--- config.mk ---
export PLATFORM = sky130hd
export DESIGN_NAME = ssd_stop_ctrl
export DESIGN_NICKNAME = d
export VERILOG_FILES = /design/src/ssd_pkg.sv /design/src/ssd_dir_map.sv /design/src/ssd_pin_sync.sv /design/src/ssd_stop_ctrl.sv
export SDC_FILE = /design/constraint.sdc
export NUM_CORES = 1
export LEC_CHECK = 0
export ABC_AREA = 1
export BUFFER_PORTS_ARGS = -buffer_cell sky130_fd_sc_hd__buf_2
export CORE_MARGIN = 2
export CORE_UTILIZATION = 25
export DETAILED_ROUTE_END_ITERATION = 8
export GPL_TIMING_DRIVEN = 1
export PLACE_DENSITY = 0.52
export SETUP_SLACK_MARGIN = 0.4
export SKIP_CTS_REPAIR_TIMING = 1
export SLEW_MARGIN = 20
export SYNTH_ARGS = -nofsm -noshare
export SYNTH_HDL_FRONTEND = slang
export SYNTH_HIERARCHICAL = 1
export SYNTH_SLANG_ARGS = --single-unit
--- constraint.sdc ---
create_clock -name sys_clk -period 4.08 [get_ports sys_clk]
set_input_delay 0 -clock sys_clk [delete_from_list [all_inputs] [get_ports sys_clk]]
set_output_delay 0 -clock sys_clk [all_outputs]
set_load 0.02 [all_outputs]
--- src/ssd_pkg.sv ---
// shared constants, types and helpers of the servo stop and direction control
// assumes a 100 MHz sys_clk domain with an active-low asynchronous reset nrst
package ssd_pkg;

  // widths
  localparam int TORQUE_W = 16;
  localparam int PIN_W    = 6;

  // index of each limit and latch pin inside the pin group
  localparam int PIN_FWD  = 0;
  localparam int PIN_REV  = 1;
  localparam int PIN_DEC  = 2;
  localparam int PIN_EXTA = 3;
  localparam int PIN_EXTB = 4;
  localparam int PIN_EXTC = 5;

  // reset values of the power-up selects and idle level of the pins
  localparam logic       ROT_DIR_RST    = 1'h0;
  localparam logic [1:0] ALARM_SEL_RST  = 2'h2;
  localparam logic [1:0] OT_SEL_RST     = 2'h0;
  localparam logic [PIN_W-1:0] PIN_IDLE = 6'h3F;

  // alarm stop select codes
  localparam logic [1:0] ALARM_DB_HOLD    = 2'h0;
  localparam logic [1:0] ALARM_DB_RELEASE = 2'h1;
  localparam logic [1:0] ALARM_COAST      = 2'h2;

  // overtravel stop select codes
  localparam logic [1:0] OT_BY_ALARM = 2'h0;
  localparam logic [1:0] OT_EMG_LOCK = 2'h1;
  localparam logic [1:0] OT_EMG_FREE = 2'h2;

  // control modes
  localparam logic [1:0] MODE_POSITION = 2'h0;
  localparam logic [1:0] MODE_SPEED    = 2'h1;
  localparam logic [1:0] MODE_TORQUE   = 2'h2;

  // torque limits
  localparam logic signed [TORQUE_W-1:0] TORQUE_MAX = 16'h7FFF;
  localparam logic signed [TORQUE_W-1:0] TORQUE_MIN = 16'h8000;

  typedef enum logic [3:0] {
    ST_CFG       = 4'h0,
    ST_IDLE      = 4'h1,
    ST_RUN       = 4'h2,
    ST_DB_STOP   = 4'h3,
    ST_COAST     = 4'h4,
    ST_EMG_DECEL = 4'h5,
    ST_LOCK      = 4'h6,
    ST_DB_HOLD   = 4'h7,
    ST_FREE      = 4'h8
  } ssd_state_t;

  typedef struct packed {
    logic       rotDir;
    logic [1:0] alarmSel;
    logic [1:0] otSel;
  } ssd_cfg_t;

  typedef struct packed {
    logic [PIN_W-1:0] s1;
    logic [PIN_W-1:0] s2;
    logic [PIN_W-1:0] s3;
    logic [PIN_W-1:0] level;
  } ssd_sync_t;

  typedef struct packed {
    logic signed [TORQUE_W-1:0] torque;
    logic                       encA;
    logic                       encB;
  } ssd_dir_t;

  typedef struct packed {
    ssd_state_t                 st;
    ssd_cfg_t                   cfg;
    logic signed [TORQUE_W-1:0] torque;
    logic                       power;
    logic                       dynBrake;
    logic                       lock;
    logic                       posLoop;
  } ssd_core_t;

  // negate without wrapping the most negative value
  function automatic logic signed [TORQUE_W-1:0] neg_sat(input logic signed [TORQUE_W-1:0] v);
    neg_sat = (v == TORQUE_MIN) ? TORQUE_MAX : -v;
  endfunction

  // map unused select codes onto the defaults
  function automatic ssd_cfg_t cfg_clean(input ssd_cfg_t c);
    cfg_clean = c;
    if (c.alarmSel == 2'h3) begin
      cfg_clean.alarmSel = ALARM_SEL_RST;
    end
    if (c.otSel == 2'h3) begin
      cfg_clean.otSel = OT_SEL_RST;
    end
  endfunction

endpackage

--- src/ssd_dir_map.sv ---
// output stage mapping command-space torque onto the shaft sense
// assumes the direction select is frozen after the power-up capture
module ssd_dir_map (
  // clock and reset
  input  wire logic                                  sys_clk,
  input  wire logic                                  nrst,
  // sense select and command-space torque
  input  wire logic                                  rotDir,
  input  wire logic signed [ssd_pkg::TORQUE_W-1:0]   cmdTorque,
  // encoder phases from the motor
  input  wire logic                                  encAIn,
  input  wire logic                                  encBIn,
  // shaft-space torque and emitted encoder phases
  output logic signed      [ssd_pkg::TORQUE_W-1:0]   torqueOut,
  output logic                                       encAOut,
  output logic                                       encBOut
);

  ssd_pkg::ssd_dir_t q;
  ssd_pkg::ssd_dir_t next_q;

  // select 1 turns a positive command clockwise; encoder phases untouched
  always_comb begin
    next_q.torque = rotDir ? ssd_pkg::neg_sat(cmdTorque) : cmdTorque; // [RL1]
    next_q.encA   = encAIn; // [RL3]
    next_q.encB   = encBIn; // [RL3]
  end

  // state register
  always_ff @(posedge sys_clk or negedge nrst) begin
    if (!nrst) begin
      q <= '0;
    end else begin
      q <= next_q;
    end
  end

  assign torqueOut = q.torque;
  assign encAOut   = q.encA;
  assign encBOut   = q.encB;

  a_dir_sense: assert property (@(posedge sys_clk) disable iff (!nrst) // [RL1]
    ##1 torqueOut == ($past(rotDir) ? ssd_pkg::neg_sat($past(cmdTorque)) : $past(cmdTorque)))
    else $error("torque sense does not follow direction select");

  a_enc_unchanged: assert property (@(posedge sys_clk) disable iff (!nrst) // [RL3]
    ##1 (encAOut == $past(encAIn)) && (encBOut == $past(encBIn)))
    else $error("encoder phases altered by direction select");

endmodule

--- src/ssd_pin_sync.sv ---
// three-stage synchroniser for the active-low limit and latch pins
// assumes asynchronous pins; outputs active-high levels on sys_clk
module ssd_pin_sync (
  // clock and reset
  input  wire logic                    sys_clk,
  input  wire logic                    nrst,
  // raw pins, low means active
  input  wire logic [ssd_pkg::PIN_W-1:0] pinN,
  // filtered active-high levels
  output logic      [ssd_pkg::PIN_W-1:0] active
);

  ssd_pkg::ssd_sync_t q;
  ssd_pkg::ssd_sync_t next_q;

  // shift chain; a change counts once stages two and three agree
  always_comb begin
    next_q    = q;
    next_q.s1 = pinN;
    next_q.s2 = q.s1;
    next_q.s3 = q.s2;
    for (int i = 0; i < ssd_pkg::PIN_W; i++) begin
      if (q.s2[i] == q.s3[i]) begin
        next_q.level[i] = q.s3[i];
      end
    end
  end

  // state register, pins idle high
  always_ff @(posedge sys_clk or negedge nrst) begin
    if (!nrst) begin
      q <= '{s1: ssd_pkg::PIN_IDLE, s2: ssd_pkg::PIN_IDLE, s3: ssd_pkg::PIN_IDLE, level: ssd_pkg::PIN_IDLE};
    end else begin
      q <= next_q;
    end
  end

  // low level on the pin is the active state
  assign active = ~q.level; // [RL13]

  a_sync_agree: assert property (@(posedge sys_clk) disable iff (!nrst) // [RL13]
    ($past(q.s2) != $past(q.s3)) |-> $stable(q.level))
    else $error("pin level changed without stage agreement");

endmodule

--- src/ssd_stop_ctrl.sv ---
// stop behaviour and rotation sense control of the servo drive
// assumes limit pins are asynchronous, all other inputs are on sys_clk,
// and the power-up selects are held steady around reset release

// Contract
// [RL1] Direction select 0 makes a positive command turn the shaft counterclockwise, 1 clockwise.
// [RL2] The direction select starts at 0 and a new value only acts after a restart.
// [RL3] Reversing the sense with select 1 leaves the emitted A/B encoder phases unchanged.
// [RL4] Servo off or an alarm always triggers the stop chosen by the alarm stop select.
// [RL5] Alarm stop select 0 stops on the dynamic brake and keeps the brake on at rest.
// [RL6] Alarm stop select 1 stops on the dynamic brake and releases it once stopped.
// [RL7] Alarm stop select 2 lets the motor coast with no brake, and 2 is the default.
// [RL8] Overtravel select 0, the default, stops per the alarm stop select and then releases the servo.
// [RL9] Overtravel select 1 decelerates with the emergency stop torque and then holds in servo lock.
// [RL10] Overtravel select 2 decelerates with the emergency stop torque, then frees the servo, brake off.
// [RL11] While stopped in servo lock in position control the position loop is off.
// [RL12] In torque mode an overtravel stop follows the alarm stop select, ignoring the overtravel select.
// [RL13] Forward, reverse, origin and three latch inputs are active at low level by default.
// [RL14] All three selects are sampled only at reset, so later changes wait for a restart.
module ssd_stop_ctrl (
  // clock and reset
  input  wire logic                                 sys_clk,
  input  wire logic                                 nrst,
  // power-up selects, captured once after reset
  input  wire ssd_pkg::ssd_cfg_t                    cfgIn,
  // controller commands and mode
  input  wire logic                                 servoOn,
  input  wire logic                                 alarmIn,
  input  wire logic [1:0]                           ctrlMode,
  input  wire logic signed [ssd_pkg::TORQUE_W-1:0]  cmdTorque,
  input  wire logic signed [ssd_pkg::TORQUE_W-1:0]  emergencyStopTorque,
  // motor feedback, command-space sense
  input  wire logic                                 motorStopped,
  input  wire logic                                 motorMovingFwd,
  input  wire logic                                 encAIn,
  input  wire logic                                 encBIn,
  // limit and latch pins, active low
  input  wire logic [ssd_pkg::PIN_W-1:0]            limitPinN,
  // power stage
  output logic signed [ssd_pkg::TORQUE_W-1:0]       torqueOut,
  output logic                                      powerEnable,
  output logic                                      dynBrakeOn,
  output logic                                      brakeInterlockOut,
  // status
  output logic                                      servoLockFlag,
  output logic                                      posLoopEnable,
  output logic                                      rotDirActive,
  output ssd_pkg::ssd_state_t                       stopState,
  // filtered pin levels and encoder outputs
  output logic                                      forwardDriveProhibit,
  output logic                                      reverseDriveProhibit,
  output logic                                      originDecelSwitch,
  output logic                                      externalLatchA,
  output logic                                      externalLatchB,
  output logic                                      externalLatchC,
  output logic                                      encAOut,
  output logic                                      encBOut
);

  ssd_pkg::ssd_core_t          q;
  ssd_pkg::ssd_core_t          next_q;
  logic [ssd_pkg::PIN_W-1:0]   pinActive;
  logic                        stopReq;
  logic                        otHit;
  logic                        torqueMode;
  logic                        cmdPos;
  logic                        cmdNeg;

  // pin synchroniser, active-low pins become active-high levels
  ssd_pin_sync u_sync (
    .sys_clk (sys_clk),
    .nrst    (nrst),
    .pinN    (limitPinN),
    .active  (pinActive)
  );

  // stop causes
  assign stopReq    = !servoOn || alarmIn; // [RL4]
  assign torqueMode = (ctrlMode == ssd_pkg::MODE_TORQUE);
  assign cmdPos     = !cmdTorque[ssd_pkg::TORQUE_W-1] && (cmdTorque != '0);
  assign cmdNeg     = cmdTorque[ssd_pkg::TORQUE_W-1];
  assign otHit      = (pinActive[ssd_pkg::PIN_FWD] && cmdPos) || (pinActive[ssd_pkg::PIN_REV] && cmdNeg);

  // next state and registered outputs
  always_comb begin
    ssd_pkg::ssd_state_t alarmPath;
    alarmPath = (q.cfg.alarmSel == ssd_pkg::ALARM_COAST) ? ssd_pkg::ST_COAST : ssd_pkg::ST_DB_STOP; // [RL7]
    next_q    = q;
    unique case (q.st)
      ssd_pkg::ST_CFG: begin
        next_q.cfg = ssd_pkg::cfg_clean(cfgIn); // [RL14]
        next_q.st  = ssd_pkg::ST_IDLE;
      end
      ssd_pkg::ST_IDLE: begin
        if (!stopReq) begin
          next_q.st = ssd_pkg::ST_RUN;
        end
      end
      ssd_pkg::ST_RUN: begin
        if (stopReq) begin
          next_q.st = alarmPath; // [RL4]
        end else if (otHit) begin
          if (torqueMode || q.cfg.otSel == ssd_pkg::OT_BY_ALARM) begin
            next_q.st = alarmPath; // [RL8] [RL12]
          end else begin
            next_q.st = ssd_pkg::ST_EMG_DECEL; // [RL9] [RL10]
          end
        end
      end
      ssd_pkg::ST_DB_STOP: begin
        if (motorStopped) begin
          next_q.st = (q.cfg.alarmSel == ssd_pkg::ALARM_DB_HOLD) ? ssd_pkg::ST_DB_HOLD : ssd_pkg::ST_FREE; // [RL5] [RL6]
        end
      end
      ssd_pkg::ST_COAST: begin
        if (motorStopped) begin
          next_q.st = ssd_pkg::ST_FREE;
        end
      end
      ssd_pkg::ST_EMG_DECEL: begin
        if (stopReq) begin
          next_q.st = alarmPath;
        end else if (motorStopped) begin
          next_q.st = (q.cfg.otSel == ssd_pkg::OT_EMG_LOCK) ? ssd_pkg::ST_LOCK : ssd_pkg::ST_FREE; // [RL9] [RL10]
        end
      end
      ssd_pkg::ST_LOCK: begin
        if (stopReq) begin
          next_q.st = alarmPath;
        end else if (!otHit) begin
          next_q.st = ssd_pkg::ST_RUN;
        end
      end
      ssd_pkg::ST_DB_HOLD, ssd_pkg::ST_FREE: begin
        if (!stopReq && !otHit) begin
          next_q.st = ssd_pkg::ST_RUN;
        end
      end
      default: begin
        next_q.st = ssd_pkg::ST_IDLE; // unused codes recover
      end
    endcase

    // power stage drive follows the state being entered
    next_q.power    = (next_q.st == ssd_pkg::ST_RUN) || (next_q.st == ssd_pkg::ST_EMG_DECEL)
                      || (next_q.st == ssd_pkg::ST_LOCK);
    next_q.dynBrake = (next_q.st == ssd_pkg::ST_DB_STOP) || (next_q.st == ssd_pkg::ST_DB_HOLD); // [RL5] [RL6]
    next_q.lock     = (next_q.st == ssd_pkg::ST_LOCK); // [RL9]
    next_q.posLoop  = (next_q.st == ssd_pkg::ST_RUN) && (ctrlMode == ssd_pkg::MODE_POSITION); // [RL11]
    unique case (next_q.st)
      ssd_pkg::ST_RUN:       next_q.torque = cmdTorque;
      ssd_pkg::ST_EMG_DECEL: next_q.torque = motorMovingFwd ? ssd_pkg::neg_sat(emergencyStopTorque)
                                                            : emergencyStopTorque; // [RL9] [RL10]
      default:               next_q.torque = '0;
    endcase
  end

  // state register; selects start at their defaults until captured
  always_ff @(posedge sys_clk or negedge nrst) begin
    if (!nrst) begin
      q <= '{st: ssd_pkg::ST_CFG,
             cfg: '{rotDir: ssd_pkg::ROT_DIR_RST, alarmSel: ssd_pkg::ALARM_SEL_RST, otSel: ssd_pkg::OT_SEL_RST},
             torque: '0, power: 1'b0, dynBrake: 1'b0, lock: 1'b0, posLoop: 1'b0}; // [RL2]
    end else begin
      q <= next_q;
    end
  end

  // shaft sense and encoder output stage
  ssd_dir_map u_dir (
    .sys_clk   (sys_clk),
    .nrst      (nrst),
    .rotDir    (q.cfg.rotDir),
    .cmdTorque (q.torque),
    .encAIn    (encAIn),
    .encBIn    (encBIn),
    .torqueOut (torqueOut),
    .encAOut   (encAOut),
    .encBOut   (encBOut)
  );

  // status and power outputs
  assign powerEnable       = q.power;
  assign dynBrakeOn        = q.dynBrake;
  assign brakeInterlockOut = q.power; // holding brake released only while powered
  assign servoLockFlag     = q.lock;
  assign posLoopEnable     = q.posLoop;
  assign rotDirActive      = q.cfg.rotDir;
  assign stopState         = q.st;

  // filtered pin levels
  assign forwardDriveProhibit = pinActive[ssd_pkg::PIN_FWD];
  assign reverseDriveProhibit = pinActive[ssd_pkg::PIN_REV];
  assign originDecelSwitch    = pinActive[ssd_pkg::PIN_DEC];
  assign externalLatchA       = pinActive[ssd_pkg::PIN_EXTA];
  assign externalLatchB       = pinActive[ssd_pkg::PIN_EXTB];
  assign externalLatchC       = pinActive[ssd_pkg::PIN_EXTC];

  // capture and freeze of the selects
  a_cfg_capture: assert property (@(posedge sys_clk) disable iff (!nrst) // [RL2]
    (q.st == ssd_pkg::ST_IDLE && $past(q.st) == ssd_pkg::ST_CFG) |-> (q.cfg == ssd_pkg::cfg_clean($past(cfgIn))))
    else $error("selects not captured after reset");

  a_cfg_frozen: assert property (@(posedge sys_clk) disable iff (!nrst) // [RL14]
    (q.st != ssd_pkg::ST_CFG) |=> $stable(q.cfg))
    else $error("selects changed during operation");

  // servo off and alarm stops
  a_servo_off_stop: assert property (@(posedge sys_clk) disable iff (!nrst) // [RL4]
    (q.st == ssd_pkg::ST_RUN && stopReq) |=> !powerEnable)
    else $error("servo still powered after stop request");

  a_db_hold_kept: assert property (@(posedge sys_clk) disable iff (!nrst) // [RL5]
    (q.st == ssd_pkg::ST_DB_STOP && motorStopped && q.cfg.alarmSel == ssd_pkg::ALARM_DB_HOLD)
    |=> (dynBrakeOn && !powerEnable) [*2])
    else $error("dynamic brake not held at rest");

  a_db_released: assert property (@(posedge sys_clk) disable iff (!nrst) // [RL6]
    (q.st == ssd_pkg::ST_DB_STOP && motorStopped && q.cfg.alarmSel == ssd_pkg::ALARM_DB_RELEASE)
    |=> (stopState == ssd_pkg::ST_FREE) && !dynBrakeOn)
    else $error("dynamic brake not released at rest");

  a_coast_no_brake: assert property (@(posedge sys_clk) disable iff (!nrst) // [RL7]
    (q.st == ssd_pkg::ST_RUN && stopReq && q.cfg.alarmSel == ssd_pkg::ALARM_COAST)
    |=> (stopState == ssd_pkg::ST_COAST) && !dynBrakeOn && !powerEnable)
    else $error("coast stop applied a brake or power");

  // overtravel stops
  a_ot_by_alarm: assert property (@(posedge sys_clk) disable iff (!nrst) // [RL8]
    (q.st == ssd_pkg::ST_RUN && !stopReq && otHit && q.cfg.otSel == ssd_pkg::OT_BY_ALARM)
    |=> !powerEnable && ((stopState == ssd_pkg::ST_COAST) || (stopState == ssd_pkg::ST_DB_STOP)))
    else $error("overtravel did not follow alarm stop");

  a_ot_lock: assert property (@(posedge sys_clk) disable iff (!nrst) // [RL9]
    (q.st == ssd_pkg::ST_EMG_DECEL && !stopReq && motorStopped && q.cfg.otSel == ssd_pkg::OT_EMG_LOCK)
    |=> servoLockFlag && powerEnable && !dynBrakeOn && (stopState == ssd_pkg::ST_LOCK))
    else $error("no servo lock after emergency deceleration");

  a_ot_free: assert property (@(posedge sys_clk) disable iff (!nrst) // [RL10]
    (q.st == ssd_pkg::ST_EMG_DECEL && !stopReq && motorStopped && q.cfg.otSel == ssd_pkg::OT_EMG_FREE)
    |=> (stopState == ssd_pkg::ST_FREE) && !dynBrakeOn && !powerEnable)
    else $error("servo not freed after emergency deceleration");

  a_lock_no_posloop: assert property (@(posedge sys_clk) disable iff (!nrst) // [RL11]
    servoLockFlag |-> !posLoopEnable)
    else $error("position loop active in servo lock");

  a_torque_mode_ot: assert property (@(posedge sys_clk) disable iff (!nrst) // [RL12]
    (q.st == ssd_pkg::ST_RUN && !stopReq && otHit && torqueMode)
    |=> (stopState != ssd_pkg::ST_EMG_DECEL) && !powerEnable)
    else $error("torque mode used overtravel select");

  a_pin_active_low: assert property (@(posedge sys_clk) disable iff (!nrst) // [RL13]
    ((limitPinN[ssd_pkg::PIN_FWD] == 1'b0) [*5]) |-> forwardDriveProhibit)
    else $error("low forward pin not seen as active");

endmodule

==> summary.txt <==
Timing
  – Final Hold Fails: 1
  – Max-slew violations: 0
  – Minimum clock period: 2.22 ns
  – Fin crit share: 0.545
  – Clock skew: 0.0109 ns
  – Final Setup Violations: 0
  – Setup TNS: 0 ns
  – Unrepaired setup endpoints after global routing: false
  – Hold WS: -0.0112 ns
  – Worst Tran Pin Value: 0.755 ns
  – Slew HR: 0.497
  – Fmax: roughly 450 MHz

Routing
  – Router iterations before antenna repair: 4
  – Final ANT Viol Nets: 0
  – Via/cell ratio: between 4 and 5
  – WL/cell: 12.2 um
  – Final WL: 10300 um
  – Drt first-iter violations: 268
  – Via count: 3687
  – # DRC: 0

Placed design
  – Detailed Place HPWL: 7960 um
  – Placed Cells: about 800
  – Number of port buffers: 86
  – GPL Wtd Cong: 0.838

GRT
  – First-pass GRT wire length: between 15000 and 20000 um
  – Vias in the first global route: 3425
  – Congestion Overflow GR: 0
  – Initial antenna violation count: 0
  – Total GRT Usage: 0.124
  – Largest net degree at the start of global routing: 40

Cells and area
  – Ant diodes: 0
  – Final non-filler cell total: 846
  – Fin nets: between 600 and 700
  – Share of cells above drive strength 1: 0.284
  – Register Area: 1810 um^2
  – Fillcell total: between 1500 and 2000
  – Area delta synth->final: 29.6%
  – Multi-input logic area: between 1500 and 2000 um^2

Pwr
  – Sw Share: 0.452
  – Comb power frac: 0.483
  – Tot Pwr: between 0.003 and 0.004 W
  – Internal power: 0.00191 W
  – Sw Pwr: 0.00157 W
  – Worst VDD drop: approximately 0.00019 V
  – Flop pwr share: 0.303
  – Clock power frac: 0.214
  – P_leak: ~2.7 nW
  – Pwr Density: between 600 and 700 nW/um^2

Synth
  – Synthesized cell area: approximately 4000 um^2
  – Number of synthesized register bits: 71
  – Post-synth EDFFs: 0
  – Syn nets: roughly 570
  – Yosys warning count: 6
  – Post-synth top cells: nand2_1 (129), inv_1 (53), nor2_1 (53)
  – Fraction of registers with async set/reset: 1.00
  – Synthesized area per cell: approximately 7.8 um^2
  – Synth area leaders: dfrtp_1 (29%), dfstp_2 (16%), nand2_1 (12%)
  – Mapped Cells: between 500 and 600
  – Seq/Total Area, Yosys: 0.451
  – Netlist cell types: 36
  – Synth top area share: 0.287
  – Top_reg_cell synth: dfrtp_1
  – Yosys top cell by area: dfrtp_1
  – Most frequent cell after synthesis: nand2_1

Flow run
  – Max-Cap Viols: 0

Clock tree
  – CTS tree: done
  – CTS sink cnt: roughly 70
  – CTS H-tree lvls: 3
  – Root Driver: clkbuf_16
  – CTS max path bufs: 2
  – Clk_lat worst skew: 0.33 ns
  – Total CTS buffers: 9
  – Reg clk slew, reported paths: 0.06 ns

Outcome
  – Status: complete, but fails checks
  – Failing checks: hold timing

Floorplanning
  – Chip height: 131 um
  – Core area: about 16000 um^2
  – Horiz. Die Dim: 131 um
  – FP Rows: between 40 and 50
  – Ports: 87
  – Die Area: 17100 um^2
  – Initial Util: 0.254

Critical path
  – Critical path data arrival time: ~2.5 ns
  – Setup crit start kind: register
  – Endpoint class of the critical path: register
  – Critical path class: reg -> reg
  – WP data required: 4.34 ns
  – Critical path fanouts, max: 5

Min path
  – Worst Hold Class: in -> reg
[metal layers]
metal  global-route usage  vias up  wire, um
met5                    0        -         0
met4               0.0544        0       237
met3               0.0252       15       420
met2                0.203       81      4950
met1                0.158     1713      4730
li1                     -     1878         -
[final timing paths]
path | slack [ns] | startpoint | cells past startpoint | end
setup / recovery | 1.86 | stopState[2] | 8 | q[22]
hold / removal | -0.01 | cfgIn[0] | 4 | q[21]
setup reg to reg | 1.86 | stopState[2] | 8 | q[22]
hold reg to reg | 0.35 | u_sync/next_q[12] | 0 | u_sync/next_q[6]
max in group asynchronous | 2.79 | nrst | 3 | u_sync/q[2]
min in group asynchronous | 0.29 | nrst | 2 | dynBrakeOn
[cell type report]
class	count	area share
repair buffers	119	0.146
well taps	216	0.0520
clock buffers	12	0.0496
flip-flops and latches	71	0.348
inverters	65	0.0470
clock inverters	4	0.00530
multi-input cells	359	0.352
[power groups by stage]
stage	Clock, W	Sequential, W	Combinational (W)
4_1_cts	0.000769	0.00106	0.00166
5_1_grt	0.000799	0.00108	0.00190
2_1_floorplan	0	0.00108	0.00132
3_5_place_dp	0	0.00107	0.00165
6_report	0.000744	0.00106	0.00168
3_3_place_gp	0	0.00107	0.00163
[state kept, by name, summed over array words and instances, names as in the netlist]
name               cells
u_dir/torqueOut       16
u_sync/q              12
u_sync/next_q         12
stopState              4
posLoopEnable          1
brakeInterlockOut      1
u_dir/encAOut          1
servoLockFlag          1
rotDirActive           1
q                     20
u_dir/encBOut          1
dynBrakeOn             1
[logic make-up (layout without fill, tap and decap cells)]
family          Yosys count  after routing  synth area share
compound gates           40             40            0.0540
buf+inv                  82            200            0.0924
xor+xnor                  4              4           0.00874
mux                       1              1           0.00250
flops                    71             71             0.451
fa+ha+maj                 2              2           0.00624
simple gates            312            312             0.385
[cells in the final DEF, fill, tap and decap left out, types with 2 or more instances in the layout]
cell type,netlist,final
nand2_1,129,129
buf_2,5,86
inv_1,53,53
nor2_1,53,53
nand3_1,47,47
dfrtp_1,46,46
nand4_1,34,34
dlygate4sd3_1,0,32
dfstp_2,25,25
a21oi_1,14,14
o21ai_0,13,13
inv_2,11,11
clkbuf_16,0,10
nand2_2,8,8
nand3_2,8,8
o21ai_1,7,7
or2_2,7,7
nor2_2,6,6
nor3_1,5,5
nor2_4,4,4
xor2_1,4,4
nor2_8,2,2
nor3_2,2,2
nand2_4,2,2
nand3b_1,2,2
o31ai_1,2,2
ha_1,2,2
clkbuf_1,1,2
or2_1,2,2
[worst max-delay path, cell delays in order, from the launching register on]
cell	delay, ns
dfrtp_1	0.46
nor2_1	0.22
inv_2	0.09
nor2_1	0.34
inv_1	0.18
nor2_1	0.16
nand2_1	0.07
dlygate4sd3_1	0.56
o21ai_0	0.08
[through the flow]
| stage | setup WS, ns | hold slack, ns | cell area [um^2] | utilization |
|---|---|---|---|---|
| after floorplan | 2.40 | -0.296 | 4010 | - |
| after global placement | 2.09 | 0.103 | 4590 | 0.291 |
| after detailed placement | 2.05 | 0.106 | 4590 | 0.291 |
| after CTS | 2.04 | -0.253 | 4880 | 0.309 |
| after global routing | 1.70 | 0.00133 | 5200 | 0.329 |
| final | 1.86 | -0.0112 | 5200 | 0.329 |
Note: power is estimated with default switching activity, not from simulation.
